File: config.mk
export PLATFORM = sky130hd
export DESIGN_NAME = bpds_top
export DESIGN_NICKNAME = d
export VERILOG_FILES = /design/src/bpds_pkg.sv /design/src/bpds_sync.sv /design/src/bpds_timer.sv /design/src/bpds_top.sv
export SDC_FILE = /design/constraint.sdc
export NUM_CORES = 1
export LEC_CHECK = 0
export BUFFER_PORTS_ARGS = -buffer_cell sky130_fd_sc_hd__buf_2
export CORE_ASPECT_RATIO = 2
export CORE_UTILIZATION = 35
export CTS_BUF_LIST = sky130_fd_sc_hd__clkbuf_2 sky130_fd_sc_hd__clkbuf_4 sky130_fd_sc_hd__clkbuf_8
export DETAILED_ROUTE_END_ITERATION = 10
export HOLD_SLACK_MARGIN = 0.05
export SYNTH_ARGS = -nofsm -noshare
export SYNTH_HDL_FRONTEND = slang
export SYNTH_HIERARCHICAL = 1
export SYNTH_SLANG_ARGS = --single-unit
File: constraint.sdc
create_clock -name pclk -period 6.2 [get_ports pclk]
set_input_delay 1.86 -clock pclk [delete_from_list [all_inputs] [get_ports pclk]]
set_output_delay 1.86 -clock pclk [all_outputs]
set_load 0.02 [all_outputs]
File: src/bpds_pkg.sv
// Constants, register map and helper functions of the bridge PWM output stage
package bpds_pkg;

    ////////////////////////////////////////////////////////////////////////////////
    // Register byte offsets
    localparam logic [11:0] ADDR_CTRL = 12'h000;
    localparam logic [11:0] ADDR_PERIOD = 12'h004;
    localparam logic [11:0] ADDR_DUTY = 12'h008;
    localparam logic [11:0] ADDR_ASD = 12'h00C;
    localparam logic [11:0] ADDR_STATUS = 12'h010;

    ////////////////////////////////////////////////////////////////////////////////
    // Field positions
    localparam int CTRL_EN_BIT = 0;
    localparam int CTRL_DIR_BIT = 1;
    localparam int CTRL_POL_AC_BIT = 2;
    localparam int CTRL_POL_BD_BIT = 3;
    localparam int CTRL_DRV_BIT = 4;
    localparam int CTRL_W = 5;
    localparam int PER_PRESC_LSB = 8;
    localparam int ASD_STATUS_BIT = 7;
    localparam int ASD_SRC_LSB = 4;
    localparam int ASD_AC_LSB = 2;
    localparam int ASD_BD_LSB = 0;
    localparam int SRC_PIN_BIT = 0;
    localparam int SRC_CMP1_BIT = 1;
    localparam int SRC_CMP2_BIT = 2;
    localparam int STAT_FLAG_BIT = 0;
    localparam int STAT_DIR_BIT = 1;
    localparam int STAT_SWAP_BIT = 2;
    localparam int STAT_SD_BIT = 3;
    localparam int STAT_CNT_LSB = 8;

    ////////////////////////////////////////////////////////////////////////////////
    // Values after reset
    localparam logic [CTRL_W-1:0] CTRL_RST = 5'h00;
    localparam logic [7:0] PERIOD_RST = 8'hFF;
    localparam logic [1:0] PRESC_RST = 2'h0;
    localparam logic [7:0] DUTY_RST = 8'h00;
    localparam logic [2:0] SRC_RST = 3'h0;
    localparam logic [1:0] PAIR_RST = 2'h0;
    localparam logic [7:0] CNT_RST = 8'h00;

    ////////////////////////////////////////////////////////////////////////////////
    // Prescaler terminal counts: divide by 1, 4, 16
    localparam logic [7:0] PRESC_MAX_1 = 8'h00;
    localparam logic [7:0] PRESC_MAX_4 = 8'h03;
    localparam logic [7:0] PRESC_MAX_16 = 8'h0F;

    // Pair shutdown states; code 2'h3 also means high impedance
    typedef enum logic [1:0] {
        BPDS_SD_LOW = 2'h0,
        BPDS_SD_HIGH = 2'h1,
        BPDS_SD_HIZ = 2'h2
    } bpds_sd_e;

    function automatic logic [7:0] bpds_presc_max(input logic [1:0] sel);
        logic [7:0] r;
        r = PRESC_MAX_16;
        if (sel == 2'h0) begin
            r = PRESC_MAX_1;
        end else if (sel == 2'h1) begin
            r = PRESC_MAX_4;
        end
        return r;
    endfunction

    function automatic logic bpds_sd_level(input logic [1:0] st);
        return st == BPDS_SD_HIGH;
    endfunction

    function automatic logic bpds_sd_hiz(input logic [1:0] st);
        return st[1];
    endfunction

endpackage

File: src/bpds_sync.sv
// Two-stage synchroniser for the asynchronous shutdown inputs
`timescale 1ns/1ps
module bpds_sync (
    input wire logic pclk,
    input wire logic presetn,
    input wire logic [2:0] async_in,
    input wire logic [2:0] rst_val,
    output logic [2:0] sync_out
);

    typedef struct packed {
        logic [2:0] stage1;
        logic [2:0] stage2;
    } bpds_sync_s;

    bpds_sync_s st_reg;
    bpds_sync_s st_next;

    always_comb begin
        st_next = st_reg;
        st_next.stage1 = async_in ^ rst_val;
        st_next.stage2 = st_reg.stage1;
    end

    always_ff @(posedge pclk or negedge presetn) begin
        if (!presetn) begin
            st_reg <= '0;
        end else begin
            st_reg <= st_next;
        end
    end

    assign sync_out = st_reg.stage2 ^ rst_val;

endmodule // bpds_sync

File: src/bpds_timer.sv
// Period timer with prescaler; marks the last count and the period wrap
`timescale 1ns/1ps
module bpds_timer (
    input wire logic pclk,
    input wire logic presetn,
    input wire logic run,
    input wire logic [7:0] period,
    input wire logic [1:0] presc_sel,
    output logic [7:0] count,
    output logic last_start,
    output logic wrap
);

    typedef struct packed {
        logic [7:0] pre_cnt;
        logic [7:0] count;
    } bpds_timer_s;

    bpds_timer_s st_reg;
    bpds_timer_s st_next;
    logic step;

    assign step = run && (st_reg.pre_cnt >= bpds_pkg::bpds_presc_max(presc_sel));
    assign wrap = step && (st_reg.count >= period);
    assign last_start = step && (wrap ? (period == 8'h00) : (st_reg.count + 8'h01 == period));
    assign count = st_reg.count;

    always_comb begin
        st_next = st_reg;
        if (!run) begin
            st_next.pre_cnt = bpds_pkg::CNT_RST;
            st_next.count = bpds_pkg::CNT_RST;
        end else if (step) begin
            st_next.pre_cnt = bpds_pkg::CNT_RST;
            st_next.count = wrap ? bpds_pkg::CNT_RST : st_reg.count + 8'h01;
        end else begin
            st_next.pre_cnt = st_reg.pre_cnt + 8'h01;
        end
    end

    always_ff @(posedge pclk or negedge presetn) begin
        if (!presetn) begin
            st_reg <= '0;
        end else begin
            st_reg <= st_next;
        end
    end

endmodule // bpds_timer

File: src/bpds_top.sv
// Full-bridge PWM output stage: direction change, polarity, auto-shutdown
//
// Overview of operation
// RULE1 - Direction bit picks forward or reverse; new value takes effect next cycle.
// RULE2 - On direction change, modulated outputs B and D go inactive before period end.
// RULE3 - On direction change, unmodulated A and C flip direction before period end.
// RULE4 - After a direction change, modulation of the new output resumes next period.
// RULE5 - Early switch lasts one prescale count of clock cycles before the boundary.
// RULE6 - Direction writes any time in the cycle leave the current waveform intact.
// RULE7 - No dead-band delay is inserted in full-bridge operation.
// RULE8 - Software should cut duty for one period before reversing at high duty.
// RULE9 - Polarity is chosen separately for the A/C pair and the B/D pair.
// RULE10 - Software sets polarity before enabling the pin drivers.
// RULE11 - Software enables PWM and waits one full cycle before enabling drivers.
// RULE12 - Period timer flag sets as each new period, hence the second, begins.
// RULE13 - Shutdown from selected sources: pin low, comparator one, two, or software.
// RULE14 - Shutdown status zero means normal running, one means shut down.
// RULE15 - Shutdown status is sticky until software clears it.
// RULE16 - A shutdown event forces enabled pins to shutdown levels without a clock.
// RULE17 - Each pair in shutdown drives high, low or high impedance per its field.
// RULE18 - Forward: A active, D modulated, B and C inactive.
// RULE19 - Reverse: C active, B modulated, A and D inactive.
// RULE20 - A mid-period direction write is held and used only at the next boundary.
`timescale 1ns/1ps
module bpds_top (
    input wire logic pclk,
    input wire logic presetn,
    input wire logic psel,
    input wire logic penable,
    input wire logic pwrite,
    input wire logic [11:0] paddr,
    input wire logic [31:0] pwdata,
    input wire logic [3:0] pstrb,
    output logic [31:0] prdata,
    output logic pready,
    output logic pslverr,
    input wire logic ext_int_pin_n,
    input wire logic comparator_one,
    input wire logic comparator_two,
    output logic bridge_out_a,
    output logic bridge_out_a_oe_n,
    output logic bridge_out_b,
    output logic bridge_out_b_oe_n,
    output logic bridge_out_c,
    output logic bridge_out_c_oe_n,
    output logic bridge_out_d,
    output logic bridge_out_d_oe_n
);

    ////////////////////////////////////////////////////////////////////////////////
    // State
    typedef struct packed {
        logic [bpds_pkg::CTRL_W-1:0] ctrl;
        logic [7:0] period;
        logic [1:0] presc;
        logic [7:0] duty;
        logic shutdown_event_status;
        logic [2:0] shutdown_source_sel;
        logic [1:0] pair_ac_shutdown_state;
        logic [1:0] pair_bd_shutdown_state;
        logic period_timer_flag;
        logic dir_applied;
        logic dir_target;
        logic swap;
        logic [3:0] level;
        logic [31:0] rdata;
        logic err;
    } bpds_top_s;

    bpds_top_s st_reg;
    bpds_top_s st_next;

    logic [7:0] tmr_count;
    logic tmr_last_start;
    logic tmr_wrap;
    logic [2:0] src_sync;
    logic apb_setup;
    logic apb_write;
    logic addr_ok;
    logic [31:0] cur_word;
    logic [31:0] new_word;
    logic [31:0] byte_mask;
    logic pwm_on;
    logic mod_on;
    logic dir_now;
    logic [3:0] raw;
    logic sync_event;
    logic async_event;
    logic force_sd;
    logic [3:0] pin_o;
    logic [3:0] pin_oe_n;

    ////////////////////////////////////////////////////////////////////////////////
    // Submodules
    bpds_timer u_timer (
        .pclk(pclk),
        .presetn(presetn),
        .run(pwm_on),
        .period(st_reg.period),
        .presc_sel(st_reg.presc),
        .count(tmr_count),
        .last_start(tmr_last_start),
        .wrap(tmr_wrap)
    );

    // Pin is active low, so its idle synchronised value is high
    bpds_sync u_sync (
        .pclk(pclk),
        .presetn(presetn),
        .async_in({comparator_two, comparator_one, ext_int_pin_n}),
        .rst_val(3'h1),
        .sync_out(src_sync)
    );

    ////////////////////////////////////////////////////////////////////////////////
    // APB decode
    assign apb_setup = psel && !penable;
    assign apb_write = psel && penable && pwrite;
    assign pready = psel && penable;
    assign prdata = st_reg.rdata;
    assign pslverr = st_reg.err;
    assign addr_ok = (paddr == bpds_pkg::ADDR_CTRL) || (paddr == bpds_pkg::ADDR_PERIOD)
        || (paddr == bpds_pkg::ADDR_DUTY) || (paddr == bpds_pkg::ADDR_ASD)
        || (paddr == bpds_pkg::ADDR_STATUS);

    for (genvar i = 0; i < 4; i++) begin : g_mask
        assign byte_mask[i*8 +: 8] = {8{pstrb[i]}};
    end

    always_comb begin
        cur_word = 32'h0000_0000;
        unique case (paddr)
            bpds_pkg::ADDR_CTRL: begin
                cur_word[bpds_pkg::CTRL_W-1:0] = st_reg.ctrl;
            end
            bpds_pkg::ADDR_PERIOD: begin
                cur_word[7:0] = st_reg.period;
                cur_word[bpds_pkg::PER_PRESC_LSB +: 2] = st_reg.presc;
            end
            bpds_pkg::ADDR_DUTY: begin
                cur_word[7:0] = st_reg.duty;
            end
            bpds_pkg::ADDR_ASD: begin
                cur_word[bpds_pkg::ASD_STATUS_BIT] = st_reg.shutdown_event_status; // [RULE14]
                cur_word[bpds_pkg::ASD_SRC_LSB +: 3] = st_reg.shutdown_source_sel;
                cur_word[bpds_pkg::ASD_AC_LSB +: 2] = st_reg.pair_ac_shutdown_state;
                cur_word[bpds_pkg::ASD_BD_LSB +: 2] = st_reg.pair_bd_shutdown_state;
            end
            bpds_pkg::ADDR_STATUS: begin
                cur_word[bpds_pkg::STAT_FLAG_BIT] = st_reg.period_timer_flag;
                cur_word[bpds_pkg::STAT_DIR_BIT] = st_reg.dir_applied;
                cur_word[bpds_pkg::STAT_SWAP_BIT] = st_reg.swap;
                cur_word[bpds_pkg::STAT_SD_BIT] = sync_event || st_reg.shutdown_event_status;
                cur_word[bpds_pkg::STAT_CNT_LSB +: 8] = tmr_count;
            end
            default: begin
                cur_word = 32'h0000_0000;
            end
        endcase
    end

    assign new_word = (cur_word & ~byte_mask) | (pwdata & byte_mask);

    ////////////////////////////////////////////////////////////////////////////////
    // Waveform and shutdown sources
    assign pwm_on = st_reg.ctrl[bpds_pkg::CTRL_EN_BIT];
    assign mod_on = tmr_count < st_reg.duty;
    assign dir_now = st_reg.dir_applied;

    always_comb begin
        raw = 4'h0;
        if (pwm_on) begin
            if (st_reg.swap) begin
                // Final prescale count: A/C take new direction, B/D held off [RULE2] [RULE3] [RULE5]
                raw[0] = !st_reg.dir_target;
                raw[2] = st_reg.dir_target;
            end else if (!dir_now) begin
                raw[0] = 1'b1; // [RULE18]
                raw[3] = mod_on;
            end else begin
                raw[2] = 1'b1; // [RULE19]
                raw[1] = mod_on;
            end
        end
    end

    assign sync_event =
        (st_reg.shutdown_source_sel[bpds_pkg::SRC_PIN_BIT] && !src_sync[0])
        || (st_reg.shutdown_source_sel[bpds_pkg::SRC_CMP1_BIT] && src_sync[1])
        || (st_reg.shutdown_source_sel[bpds_pkg::SRC_CMP2_BIT] && src_sync[2]); // [RULE13]

    // Unclocked path so a source trips the pins at once
    assign async_event =
        (st_reg.shutdown_source_sel[bpds_pkg::SRC_PIN_BIT] && !ext_int_pin_n)
        || (st_reg.shutdown_source_sel[bpds_pkg::SRC_CMP1_BIT] && comparator_one)
        || (st_reg.shutdown_source_sel[bpds_pkg::SRC_CMP2_BIT] && comparator_two); // [RULE16]
    assign force_sd = async_event || st_reg.shutdown_event_status; // [RULE16]

    ////////////////////////////////////////////////////////////////////////////////
    // Next state
    always_comb begin
        st_next = st_reg;
        st_next.rdata = st_reg.rdata;
        st_next.err = st_reg.err;
        if (apb_setup) begin
            st_next.rdata = pwrite ? 32'h0000_0000 : cur_word;
            st_next.err = !addr_ok;
        end

        if (apb_write && addr_ok) begin
            unique case (paddr)
                bpds_pkg::ADDR_CTRL: begin
                    // Stored at once; direction bit applied only at a period boundary while enabled [RULE6] [RULE20]
                    st_next.ctrl = new_word[bpds_pkg::CTRL_W-1:0];
                end
                bpds_pkg::ADDR_PERIOD: begin
                    st_next.period = new_word[7:0];
                    st_next.presc = new_word[bpds_pkg::PER_PRESC_LSB +: 2];
                end
                bpds_pkg::ADDR_DUTY: begin
                    st_next.duty = new_word[7:0];
                end
                bpds_pkg::ADDR_ASD: begin
                    st_next.shutdown_event_status = new_word[bpds_pkg::ASD_STATUS_BIT]; // [RULE13]
                    st_next.shutdown_source_sel = new_word[bpds_pkg::ASD_SRC_LSB +: 3];
                    st_next.pair_ac_shutdown_state = new_word[bpds_pkg::ASD_AC_LSB +: 2];
                    st_next.pair_bd_shutdown_state = new_word[bpds_pkg::ASD_BD_LSB +: 2];
                end
                bpds_pkg::ADDR_STATUS: begin
                    if (new_word[bpds_pkg::STAT_FLAG_BIT]) begin
                        st_next.period_timer_flag = 1'b0;
                    end
                end
                default: begin
                    st_next.err = st_reg.err;
                end
            endcase
        end

        // Event set wins over a software clear [RULE15]
        if (sync_event) begin
            st_next.shutdown_event_status = 1'b1;
        end

        if (tmr_wrap) begin
            st_next.period_timer_flag = 1'b1; // [RULE12]
        end

        // Direction sequencing [RULE1]
        if (!pwm_on) begin
            st_next.dir_applied = st_reg.ctrl[bpds_pkg::CTRL_DIR_BIT];
            st_next.dir_target = st_reg.ctrl[bpds_pkg::CTRL_DIR_BIT];
            st_next.swap = 1'b0;
        end else begin
            if (tmr_wrap && st_reg.swap) begin
                st_next.dir_applied = st_reg.dir_target; // [RULE4]
                st_next.swap = 1'b0;
            end
            if (tmr_last_start) begin
                st_next.dir_target = st_reg.ctrl[bpds_pkg::CTRL_DIR_BIT]; // [RULE20]
                st_next.swap = st_reg.ctrl[bpds_pkg::CTRL_DIR_BIT]
                    != st_next.dir_applied; // [RULE5]
            end
        end

        // Straight polarity per pair, no dead band [RULE7] [RULE9]
        st_next.level[0] = raw[0] ^ st_reg.ctrl[bpds_pkg::CTRL_POL_AC_BIT];
        st_next.level[2] = raw[2] ^ st_reg.ctrl[bpds_pkg::CTRL_POL_AC_BIT];
        st_next.level[1] = raw[1] ^ st_reg.ctrl[bpds_pkg::CTRL_POL_BD_BIT];
        st_next.level[3] = raw[3] ^ st_reg.ctrl[bpds_pkg::CTRL_POL_BD_BIT];
    end

    always_ff @(posedge pclk or negedge presetn) begin
        if (!presetn) begin
            st_reg.ctrl <= bpds_pkg::CTRL_RST;
            st_reg.period <= bpds_pkg::PERIOD_RST;
            st_reg.presc <= bpds_pkg::PRESC_RST;
            st_reg.duty <= bpds_pkg::DUTY_RST;
            st_reg.shutdown_event_status <= 1'b0;
            st_reg.shutdown_source_sel <= bpds_pkg::SRC_RST;
            st_reg.pair_ac_shutdown_state <= bpds_pkg::PAIR_RST;
            st_reg.pair_bd_shutdown_state <= bpds_pkg::PAIR_RST;
            st_reg.period_timer_flag <= 1'b0;
            st_reg.dir_applied <= 1'b0;
            st_reg.dir_target <= 1'b0;
            st_reg.swap <= 1'b0;
            st_reg.level <= 4'h0;
            st_reg.rdata <= 32'h0000_0000;
            st_reg.err <= 1'b0;
        end else begin
            st_reg <= st_next;
        end
    end

    ////////////////////////////////////////////////////////////////////////////////
    // Pin stage
    for (genvar i = 0; i < 4; i++) begin : g_pin
        logic [1:0] pair_state;
        assign pair_state = (i % 2 == 0) ? st_reg.pair_ac_shutdown_state
                                         : st_reg.pair_bd_shutdown_state;
        assign pin_o[i] = force_sd ? bpds_pkg::bpds_sd_level(pair_state)
                                   : st_reg.level[i]; // [RULE17]
        assign pin_oe_n[i] = !st_reg.ctrl[bpds_pkg::CTRL_DRV_BIT]
            || (force_sd && bpds_pkg::bpds_sd_hiz(pair_state)); // [RULE17]
    end

    assign bridge_out_a = pin_o[0];
    assign bridge_out_b = pin_o[1];
    assign bridge_out_c = pin_o[2];
    assign bridge_out_d = pin_o[3];
    assign bridge_out_a_oe_n = pin_oe_n[0];
    assign bridge_out_b_oe_n = pin_oe_n[1];
    assign bridge_out_c_oe_n = pin_oe_n[2];
    assign bridge_out_d_oe_n = pin_oe_n[3];

endmodule // bpds_top

---- After elaboration in Yosys (flattened, before gate mapping) ----
Cells that the tools add are included.
storage, ports and cells
  flip-flop bits (word level) ............. 78
  input port bits ......................... 56
  output and inout port bits .............. 42
  word-level logic and storage cells ...... 133
operators by class
  $add $sub $neg .......................... 2
  order comparisons ....................... 3
  eq/ne operators ......................... 13
  muxes and demuxes ....................... 39
  bitwise gates (word level) .............. 9
  reductions and logical operators ........ 48
operator list
  operator                                                           number
  16-bit two-way mux                                                 2
  8-bit two-way mux                                                  4
  12-bit by 4-bit == test with 1-bit output (second input constant)  2
  1-bit two-way mux                                                  21
  10-bit bitwise AND                                                 2
  4-bit one-hot mux with 5 select lines                              1
  8-bit by 1-bit adder with 8-bit output (second input constant)     2
  1-bit logical AND                                                  16
  12-bit by 3-bit == test with 1-bit output (second input constant)  1
  12-bit by 5-bit == test with 1-bit output (second input constant)  1
  12-bit zero test                                                   1
  1-bit logical OR                                                   12
  4-bit two-way mux                                                  3
  10-bit inverter                                                    1
  10-bit bitwise OR                                                  1
  2-bit AND reduction                                                5
  2-bit nonzero test                                                 5
  9-bit two-way mux                                                  1
  3-bit one-hot mux with 3 select lines                              1
  8-bit == test                                                      1
  8-bit by 4-bit >= comparator with 1-bit output                     1
  8-bit >= comparator                                                1
  8-bit zero test                                                    1
  8-bit less-than comparator                                         1
  16 further kinds                                                   27

---- Logic depth before layout (Yosys ltp) ----
Gate-level depths: netlist of the first run.
  depth in word-level cells ............... 12
  mapped depth ............................ 12
  depth with buffers taken out ............ 12

---- By module ----
Netlist of the first run, hierarchy kept.
modules (own cells, without submodules)
  module      times used  cells each  area each (um2)  sequential area each (um2)
  bpds_top    1           339         3269.4           1411.4
  bpds_timer  1           154         1325.0           400.4
  bpds_sync   1           12          202.7            150.1

---- Worst setup path before layout of the first run ----
Ideal clock, no wire load.
  path type ............................... input-to-output
  from .................................... input port comparator_two
  to ...................................... output port bridge_out_c_oe_n
  arrival ................................. 3.175 ns
  data required time ...................... 4.340 ns
  path slack .............................. 1.165 ns
  stages .................................. 5
  path buffers ............................ 1
  cells stage by stage .................... nand2_1 o21ai_0 a211oi_1 o21ai_0 buf_4
on the way
  longest elaborated chain between the ends .. 5
RTL lines
  item               RTL line         RTL
  start, declared    bpds_top.sv:39   input wire logic comparator_two,
  1-bit logical AND  bpds_top.sv:196  || (st_reg.shutdown_source_sel[bpds_pkg::SRC_CMP2_BIT] && comparator_two);
  1-bit logical OR   bpds_top.sv:196
  1-bit logical OR   bpds_top.sv:197  assign force_sd = async_event || st_reg.shutdown_event_status;
  1-bit logical AND  --
  1-bit logical OR   --
  end, declared      bpds_top.sv:45   output logic bridge_out_c_oe_n,
No other way between the ends.

---- Final worst setup path of the first run ----
  from .................................... input port comparator_two
  to ...................................... output port bridge_out_a
on the way
  longest elaborated chain between the ends .. 4
RTL lines
  item               RTL line         RTL
  1-bit logical AND  bpds_top.sv:196
  1-bit logical OR   bpds_top.sv:196
  1-bit logical OR   bpds_top.sv:197
  1-bit two-way mux  bpds_top.sv:301  assign pin_o[i] = force_sd ? bpds_pkg::bpds_sd_level(pair_state)
  end, declared      bpds_top.sv:40   output logic bridge_out_a,
No other way between the ends.

==> results.py, run 1 <==
metrics = {
    "layout": {
        "fill_cells": 1336,
        "instances_no_fill": 695,
        "num_antenna_cells": 0,
        "largest_reg_flops": 33,
        "syn_to_final_growth_pct": 8.059,
        "drive_gt1_share_pct": 20.37,
        "final_nets": 612,
    },
    "timing": {
        "skew_ns": 0.01170,
        "setup_viol": 0,
        "worstMarginPinSlew_ns": 1.021,
        "finalCritPeriodShare_pct": 83.51,
        "slew_headroom_pct": 31.95,
        "tns_ns": 0,
        "hold_viol": 0,
        "rsz0062_at_grt": "no",
        "fmax_mhz": 193.1,
        "drv_slew": 0,
        "fin_crit_ns": 5.177,
    },
    "synthesis": {
        "async_flop_share_pct": 100.0,
        "ys_warn_count": 6,
        "syn_avg_cell_area_um2": 9.499,
        "ys.flop_type": "dfrtp_1",
        "synth_seq_cells": 78,
        "synth_top_cell_by_area": "dfrtp_1",
        "syn-cell-area_um2": 4797,
        "synthDistinctLibCells": 62,
        "synth_edf_count": 0,
        "ys_seq_area_share_pct": 40.90,
        "netlist_instances": 505,
        "synth_top_area_share_pct": 36.52,
        "synthTopCellsByArea": "dfrtp_1 37%, buf_4 6.6%, ha_1 5.5%, dfstp_2 4.4%, nand2_1 3.4%",
    },
    "clock_tree": {
        "cts_buffer_depth": 2,
        "htreeDepth": 3,
        "cts_resized": 0,
        "cts_made_buffers": 9,
        "ctsHoldBuffers": 0,
        "clk_pin_slew_ns": 0.08,
        "clkLatencyLatePin_ns": 0.36,
        "cts.sinks": 78,
        "cts_root_buf": "clkbuf_8",
        "cts_post_setup_buffers_inserted": 0,
        "cts_tree": "built",
    },
    "worst_setup_path": {
        "critPathMostFrequentCell": "buf_2",
        "critPathMaxStageDelay_ns": 0.69,
        "crit_buf_inv": 2,
        "critPathTopFamily": "compound AO/OA/AOI/OAI gates",
        "crit_path_max_fanout": 8,
        "regToRegEndpoint": "st_reg[37]",
        "timing.reg2reg.setup_slack_ns": 2.94,
        "path_class": "primary input to primary output",
        "worst-r2r-cell-count": 12,
        "end_kind": "primary output",
        "path_cells": "buf_2 > nand2_1 > o21ai_0 > a211oi_1 > nor3b_1 > a21o_1 > buf_2",
        "slowest_stage": "a211oi_1",
        "critical_path_required_ns": 4.34,
        "worstReg2RegStart": "u_timer/count[0]",
        "cp-start-kind": "primary input",
        "arrival_ns": 3.32,
    },
    "hold_path": {
        "hp-class": "register to register",
        "min-delay-start": "u_sync/st_next[0]",
        "hold_depth": 0,
        "holdPathEnd": "u_sync/st_reg[0]",
    },
    "global_route": {
        "track_usage_pct": 18.07,
        "grt_pass1_wl_um": 19440,
        "grt_max_degree": 79,
        "grt_pass1_vias": 3685,
        "overflow": 0,
        "antenna_found_initial": 0,
    },
    "drt": {
        "via_count": 3704,
        "route.detailed.drc": 6,
        "first_iter_violations": 166,
        "vias_per_cell": 5.329,
        "wl_um": 12430,
        "ant_nets": 0,
        "first_pass_iters": 7,
        "wl_per_cell_um": 17.88,
    },
    "floorplan": {
        "core_area_um2": 13440,
        "start_util_pct": 35.70,
        "die_x_um": 84.78,
        "fp.dieArea_um2": 14210,
        "ios": 98,
        "rows": 60,
        "die_h_um": 167.6,
    },
    "place": {
        "io_buffers": 57,
        "place_hpwl_um": 9373,
        "numPlacedInstances": 679,
        "place.gp.congestion": 0.8483,
    },
    "pwr": {
        "peakVddDrop_uv": 115.9,
        "power.density_nw_per_um2": 198.1,
        "leakage_nw": 2.374,
    },
    "job": {
        "maxCapViolCount": 0,
    },
    "outcome": {
        "status": "finished with violations",
        "violations": "DRC",
    },
}
## through the flow
step                setup slack [ns]  instance area, um^2  util (%)  total power, mW  hold WS (ns)
finish                         1.023                 5184     38.58            1.027        0.3644
global route                  0.8176                 5184     38.58            1.067        0.3807
CTS                            1.005                 5184     38.58            1.038        0.3678
detailed placement             1.009                 4956     36.88           0.5971        0.3380
global placement               1.049                 4956     36.88           0.5963        0.3402
floorplan                      1.165                 4880         -           0.5732        0.3312
## per-layer routing
layer	global-route usage [%]	vias up	part of all wire (%)
met5	0	-	0
met4	12.38	0	5.4
met3	2.859	37	2.4
met2	33.40	83	57
met1	18.11	1822	36
li1	-	1762	-
## layout make-up
class	count	area (um^2)	share of cell area, %
Multi-Input combinational cell	359	2392	46.15
Timing Repair Buffer	59	302.8	5.841
Tap cell	155	193.9	3.741
Inverter	28	105.1	2.028
Clock buffer	11	145.1	2.800
Clock inverter	5	82.58	1.593
Sequential cell	78	1962	37.85
## kinds of logic (layout without fill, tap and decap cells)
| family | count (synthesis) | count (layout) | synth area share [%] |
|---|---|---|---|
| flip-flops | 78 | 78 | 40.90 |
| adder cells (fa/ha/maj) | 21 | 21 | 5.477 |
| AO/OA/AOI/OAI | 113 | 113 | 15.81 |
| other | 3 | 25 | 0.2347 |
| AND/OR/NAND/NOR | 159 | 159 | 17.92 |
| buffers and inverters | 90 | 103 | 10.95 |
| multiplexers | 19 | 19 | 4.695 |
| XOR/XNOR | 22 | 22 | 4.017 |
## placed cells by master, fill, tap and decap left out, types with 9 or more instances in the layout
cell | synthesis | layout
ha_1 | 21 | 21
xor2_1 | 11 | 11
conb_1 | 3 | 25
xnor2_1 | 11 | 11
inv_1 | 28 | 28
o21ai_0 | 20 | 20
a22o_1 | 10 | 10
nor2_1 | 36 | 36
a21oi_1 | 31 | 31
clkbuf_8 | 0 | 10
nand2_1 | 43 | 43
dfrtp_1 | 70 | 70
mux2i_1 | 12 | 12
buf_2 | 6 | 56
nand3_1 | 9 | 9
## synthesized netlist by cell type (7+ instances only)
cell type,n
a211oi_1,8
a21o_1,7
a21oi_1,31
a22o_1,10
buf_4,42
clkbuf_1,9
dfrtp_1,70
dfstp_2,8
ha_1,21
inv_1,28
mux2i_1,12
nand2_1,43
nand2b_1,7
nand3_1,9
nor2_1,36
nor2b_1,8
nor4_1,7
o21ai_0,20
xnor2_1,11
xor2_1,11
## worst reg2reg max path, stage by stage, from the launching register on
cell and delay [ns]:
dfrtp_1 0.55, inv_1 0.10, ha_1 0.30, nand2b_1 0.15, a211oi_1 0.29, o21bai_1 0.19, a21boi_1 0.60, nor2_1 0.26
nand2_1 0.13, mux2i_1 0.26, xnor2_1 0.09, a22oi_1 0.18, nor2b_1 0.06
## report_power, final
group / switching, mW / total (mW) / internal, mW
Sequential: 0.00279 / 0.518 / 0.515
Combinational: 0.0492 / 0.0691 / 0.0199
Clock: 0.198 / 0.440 / 0.242
Total: 0.250 / 1.03 / 0.777
## how the worst max path moves through the flow
stage / start / end / slack (ns) / cells past startpoint
floorplan: comparator_two / bridge_out_c_oe_n / 1.17 / 5
global placement: comparator_two / bridge_out_c / 1.05 / 7
detailed placement: comparator_two / bridge_out_a / 1.01 / 7
CTS: comparator_two / bridge_out_a / 1.01 / 7
global route: comparator_two / bridge_out_c / 0.82 / 7
finish: comparator_two / bridge_out_a / 1.02 / 7
(Power assumes the default switching activity.)
==> run 2: changes to the inputs <==
- clock period: 6.2 -> 5.2 ns (I/O delays scaled with it)
==> run 2 against run 1 <==
  * The run still ends with DRC left
  * Total power rose by 15%
  * Critical path depth grew 1
  * Clock power is 9.1% higher
  * Largest power group unchanged
  * Combinational power grew 20%
  * Highest routed layer unchanged
  * Critical path type unchanged
==> results.py, run 2 (synthesis results as in run 1) <==
metrics = {
    "floorplan": {
        "fp.dieArea_um2": 14210,
        "die_x_um": 84.78,
        "start_util_pct": 35.70,
        "core_area_um2": 13440,
        "die_h_um": 167.6,
        "rows": 60,
        "ios": 98,
    },
    "worst_setup_path": {
        "end_kind": "primary output",
        "slowest_stage": "a211oi_1",
        "critPathMostFrequentCell": "buf_2",
        "critPathMaxStageDelay_ns": 0.25,
        "arrival_ns": 2.63,
        "path_cells": "buf_2 > nand2_1 > o21ai_0 > a211oi_1 > buf_4 > nor3b_1 > a21o_1 > buf_2",
        "path_class": "primary input to primary output",
        "crit_path_max_fanout": 8,
        "cp-start-kind": "primary input",
        "critical_path_required_ns": 3.64,
    },
    "drt": {
        "via_count": 3704,
        "route.detailed.drc": 6,
        "ant_nets": 0,
        "wl_per_cell_um": 17.61,
        "wl_um": 12260,
        "first_iter_violations": 218,
        "first_pass_iters": 9,
        "vias_per_cell": 5.322,
    },
    "clock_tree": {
        "cts_post_setup_buffers_inserted": 0,
        "cts_resized": 0,
        "htreeDepth": 3,
        "cts_root_buf": "clkbuf_8",
        "cts_made_buffers": 9,
        "ctsHoldBuffers": 0,
        "cts_buffer_depth": 2,
        "clkLatencyLatePin_ns": 0.36,
        "clk_pin_slew_ns": 0.09,
        "cts.sinks": 78,
        "cts_tree": "built",
    },
    "layout": {
        "drive_gt1_share_pct": 20.52,
        "fin_util_pct": 38.48,
        "num_antenna_cells": 0,
        "largest_reg_flops": 33,
        "final_cell_mix": "70 x dfrtp_1, 56 x buf_2, 43 x nand2_1, 36 x nor2_1, 31 x a21oi_1",
        "syn_to_final_growth_pct": 7.799,
        "mostFrequentLayoutCell": "dfrtp_1",
        "final_nets": 613,
    },
    "timing": {
        "rsz0062_at_grt": "no",
        "worstMarginPinSlew_ns": 1.021,
        "fin_crit_ns": 4.194,
        "finalCritPeriodShare_pct": 80.65,
        "setup_viol": 0,
        "fmax_mhz": 238.4,
        "slew_headroom_pct": 31.92,
        "tns_ns": 0,
        "drv_slew": 0,
        "skew_ns": 0.01236,
        "worst_hold_slack_ns": 0.3622,
        "hold_viol": 0,
    },
    "outcome": {
        "violations": "DRC",
        "status": "finished with violations",
    },
    "global_route": {
        "antenna_found_initial": 0,
        "grt_pass1_wl_um": 19340,
        "grt_max_degree": 79,
        "overflow": 0,
        "track_usage_pct": 17.94,
        "grt_pass1_vias": 3693,
    },
    "pwr": {
        "leakage_nw": 2.370,
        "peakVddDrop_uv": 92.73,
        "power.density_nw_per_um2": 228.3,
    },
    "hold_path": {
        "hp-class": "register to register",
    },
    "place": {
        "io_buffers": 57,
        "place.gp.congestion": 0.8682,
        "place_hpwl_um": 9306,
    },
    "job": {
        "maxCapViolCount": 0,
    },
}
run 2: cell types whose count changed in the layout (fill, tap and decap cells not counted):
cell,before,now
inv_6,0,1
clkinv_4,0,1
buf_4,3,4
clkbuf_4,1,0
bufinv_16,2,1
run 2: through the flow:
step / cell area (um^2) / std cells / total power, mW / worst slack [ns]
6_report: 5171 / 696 / 1.181 / 1.006
5_1_grt: 5171 / 696 / 1.224 / 0.8904
4_1_cts: 5171 / 696 / 1.193 / 0.9806
3_5_place_dp: 4964 / 680 / 0.7125 / 0.9957
3_3_place_gp: 4964 / 680 / 0.7111 / 0.9812
2_1_floorplan: 4880 / 527 / 0.6835 / 0.7654
run 2: per-layer routing:
metal	wire length (um)	GRT usage (%)	vias up
li1	-	-	1768
met1	4422	18.20	1812
met2	6923	33.62	92
met3	380	3.253	32
met4	530	10.24	0
met5	0	0	-
run 2: layout make-up:
class	instances	area [um^2]
clock buffer	10	137.6
sequential	78	1962
inverter	28	105.1
tap	155	193.9
clock inverter	6	70.07
multi-input combinational	359	2392
fill	1353	8267
timing repair buffer	60	310.3
run 2: worst max-delay path, delay by kind of cell:
family	cells	cell delay, ns
and+or+nand+nor	2	0.13
AOI/OAI and AO/OA	3	0.48
buffers and inverters	3	0.46
run 2: worst paths after layout:
kind | startpoint | end | slack [ns] | cells after the start
setup / recovery | comparator_two | bridge_out_b | 1.01 | 8
hold / removal | u_sync/st_next[1] | u_sync/st_reg[1] | 0.36 | 0
setup reg to reg | st_reg[58] | st_reg[38] | 1.84 | 10
hold reg to reg | u_sync/st_next[1] | u_sync/st_reg[1] | 0.36 | 0
max in group asynchronous | presetn | prdata[10] | 3.17 | 1
min in group asynchronous | presetn | u_sync/st_reg[1] | 1.34 | 1
run 2: power by group:
group,switching [mW],internal (mW)
combinational,0.0593,0.0237
sequential,0.00341,0.614
clock,0.243,0.237
==> run 3: changes to the inputs <==
- clock period: 5.2 -> 4.1 ns (I/O delays scaled with it)
==> run 3 against run 2 <==
  * The run still ends with DRC left
  * Final cell count increased by 0.72%
  * Total power increased by 35%
  * Flip-flop and latch count unchanged
  * Clock power increased by 47%
  * Clock skew decreased by 0.0040 ns
  * Worst setup slack got worse by 0.43 ns
  * First-iteration DRC count decreased by 24%
  * Die area unchanged
  * Count of clock-buffer cells in the layout unchanged
  * Non-clock buffer count increased by 5
  * Worst hold slack got worse by 0.0028 ns
  * Largest power group unchanged
  * Highest routed layer unchanged
==> results.py, run 3 (synthesis results as in run 1) <==
metrics = {
    "timing": {
        "hold_viol": 0,
        "setup_viol": 0,
        "drv_slew": 0,
        "slew_headroom_pct": 32.74,
        "tns_ns": 0,
        "fin_crit_ns": 3.523,
        "fmax_mhz": 283.9,
        "skew_ns": 0.008402,
        "worstMarginPinSlew_ns": 1.009,
        "finalCritPeriodShare_pct": 85.92,
        "rsz0062_at_grt": "no",
    },
    "global_route": {
        "grt_max_degree": 79,
        "grt_pass1_vias": 3804,
        "grt_pass1_wl_um": 19280,
        "overflow": 0,
        "track_usage_pct": 17.83,
        "antenna_found_initial": 0,
    },
    "drt": {
        "first_pass_iters": 7,
        "wl_per_cell_um": 17.45,
        "first_iter_violations": 165,
        "via_count": 3762,
        "ant_nets": 0,
        "wl_um": 12230,
        "vias_per_cell": 5.367,
        "route.detailed.drc": 6,
    },
    "clock_tree": {
        "cts_buffer_depth": 2,
        "clk_pin_slew_ns": 0.08,
        "cts.sinks": 78,
        "ctsHoldBuffers": 0,
        "clkLatencyLatePin_ns": 0.36,
        "cts_root_buf": "clkbuf_8",
        "cts_made_buffers": 9,
        "cts_tree": "built",
        "cts_post_setup_buffers_inserted": 0,
        "cts_resized": 0,
        "htreeDepth": 3,
    },
    "worst_setup_path": {
        "path_class": "primary input to primary output",
        "end_kind": "primary output",
        "cp-start-kind": "primary input",
        "critical_path_required_ns": 2.87,
        "crit_path_max_fanout": 8,
        "arrival_ns": 2.29,
        "critPathLaunch": "comparator_two",
        "worstReg2RegStart": "u_timer/count[1]",
    },
    "pwr": {
        "p_int_mw": 1.220,
        "power_frac_seq_pct": 49.1,
        "power.share.switching_pct": 23.45,
        "power.density_nw_per_um2": 304.0,
        "netSwitchingPower_uw": 373.7,
        "total_power_mw": 1.594,
        "power_frac_comb_pct": 6.6,
        "leakage_nw": 2.414,
        "peakVddDrop_uv": 184.8,
        "clock_power_share_pct": 44.3,
    },
    "floorplan": {
        "rows": 60,
        "die_x_um": 84.78,
        "fp.dieArea_um2": 14210,
        "ios": 98,
        "core_area_um2": 13440,
        "start_util_pct": 35.70,
        "die_h_um": 167.6,
    },
    "outcome": {
        "status": "finished with violations",
        "violations": "DRC",
    },
    "layout": {
        "mostFrequentLayoutCell": "dfrtp_1",
        "drive_gt1_share_pct": 21.25,
        "syn_to_final_growth_pct": 9.285,
        "final_nets": 618,
        "final_cell_mix": "70 x dfrtp_1, 56 x buf_2, 43 x nand2_1, 36 x nor2_1, 31 x a21oi_1",
        "largest_reg_flops": 33,
        "num_antenna_cells": 0,
    },
    "place": {
        "io_buffers": 57,
        "place.gp.congestion": 0.8483,
        "place_hpwl_um": 9451,
    },
    "job": {
        "maxCapViolCount": 0,
    },
    "hold_path": {
        "hp-class": "register to register",
        "min-delay-start": "u_sync/st_next[1]",
    },
}
==> run 3: path summary, 6_finish.rpt <==
| kind | to | cells after the start | slack [ns] |
|---|---|---|---|
| worst max-delay path | bridge_out_b | 8 | 0.58 |
| worst min-delay path | u_sync/st_reg[1] | 0 | 0.36 |
| worst max register to register | st_reg[38] | 9 | 0.85 |
| worst min register to register | u_sync/st_reg[1] | 0 | 0.36 |
| max in group asynchronous | u_timer/st_reg[12] | 1 | 2.41 |
| min in group asynchronous | u_sync/st_reg[1] | 1 | 1.02 |
==> run 3: metal layers <==
metal | part of all wire, % | vias to the layer above | track usage [%] | wire length [um]
met5 | 0 | - | 0 | 0
met4 | 6.4 | 0 | 14.44 | 780
met3 | 3.0 | 39 | 2.957 | 367
met2 | 57 | 111 | 32.77 | 6923
met1 | 34 | 1829 | 17.03 | 4160
li1 | - | 1783 | - | -
==> run 3: cell type report <==
type / count / area [um^2]
repair buffers: 65 / 347.8
multi-input cells: 359 / 2392
clock inverters: 6 / 110.1
clock buffers: 10 / 131.4
flip-flops and latches: 78 / 1962
inverters: 28 / 105.1
well taps: 155 / 193.9
fillers: 1332 / 8195
==> run 3: per-stage QoR <==
stage	cells	hold WS [ns]	util (%)	worst slack (ns)	area, um^2
global placement	685	0.3394	37.22	0.5288	5001
global route	701	0.3717	39.01	0.4705	5243
finish	701	0.3594	39.01	0.5774	5243
floorplan	527	0.3312	-	0.3254	4880
CTS	701	0.3659	39.01	0.5250	5243
detailed placement	685	0.3457	37.22	0.5394	5001
==> run 3: power by group through the flow <==
stage	Sequential [mW]	Combinational (mW)	Clock, mW
global placement	0.798	0.106	0
global route	0.784	0.117	0.748
detailed placement	0.798	0.107	0
CTS	0.783	0.107	0.723
floorplan	0.798	0.0687	0
finish	0.783	0.106	0.705
==> run 3: critical path, cell delays in order <==
cell and delay [ns]:
buf_2 0.11, nand2_1 0.06, o21ai_0 0.07, a211oi_1 0.25, buf_4 0.20, nor3b_1 0.07, a21o_1 0.15, buf_2 0.15
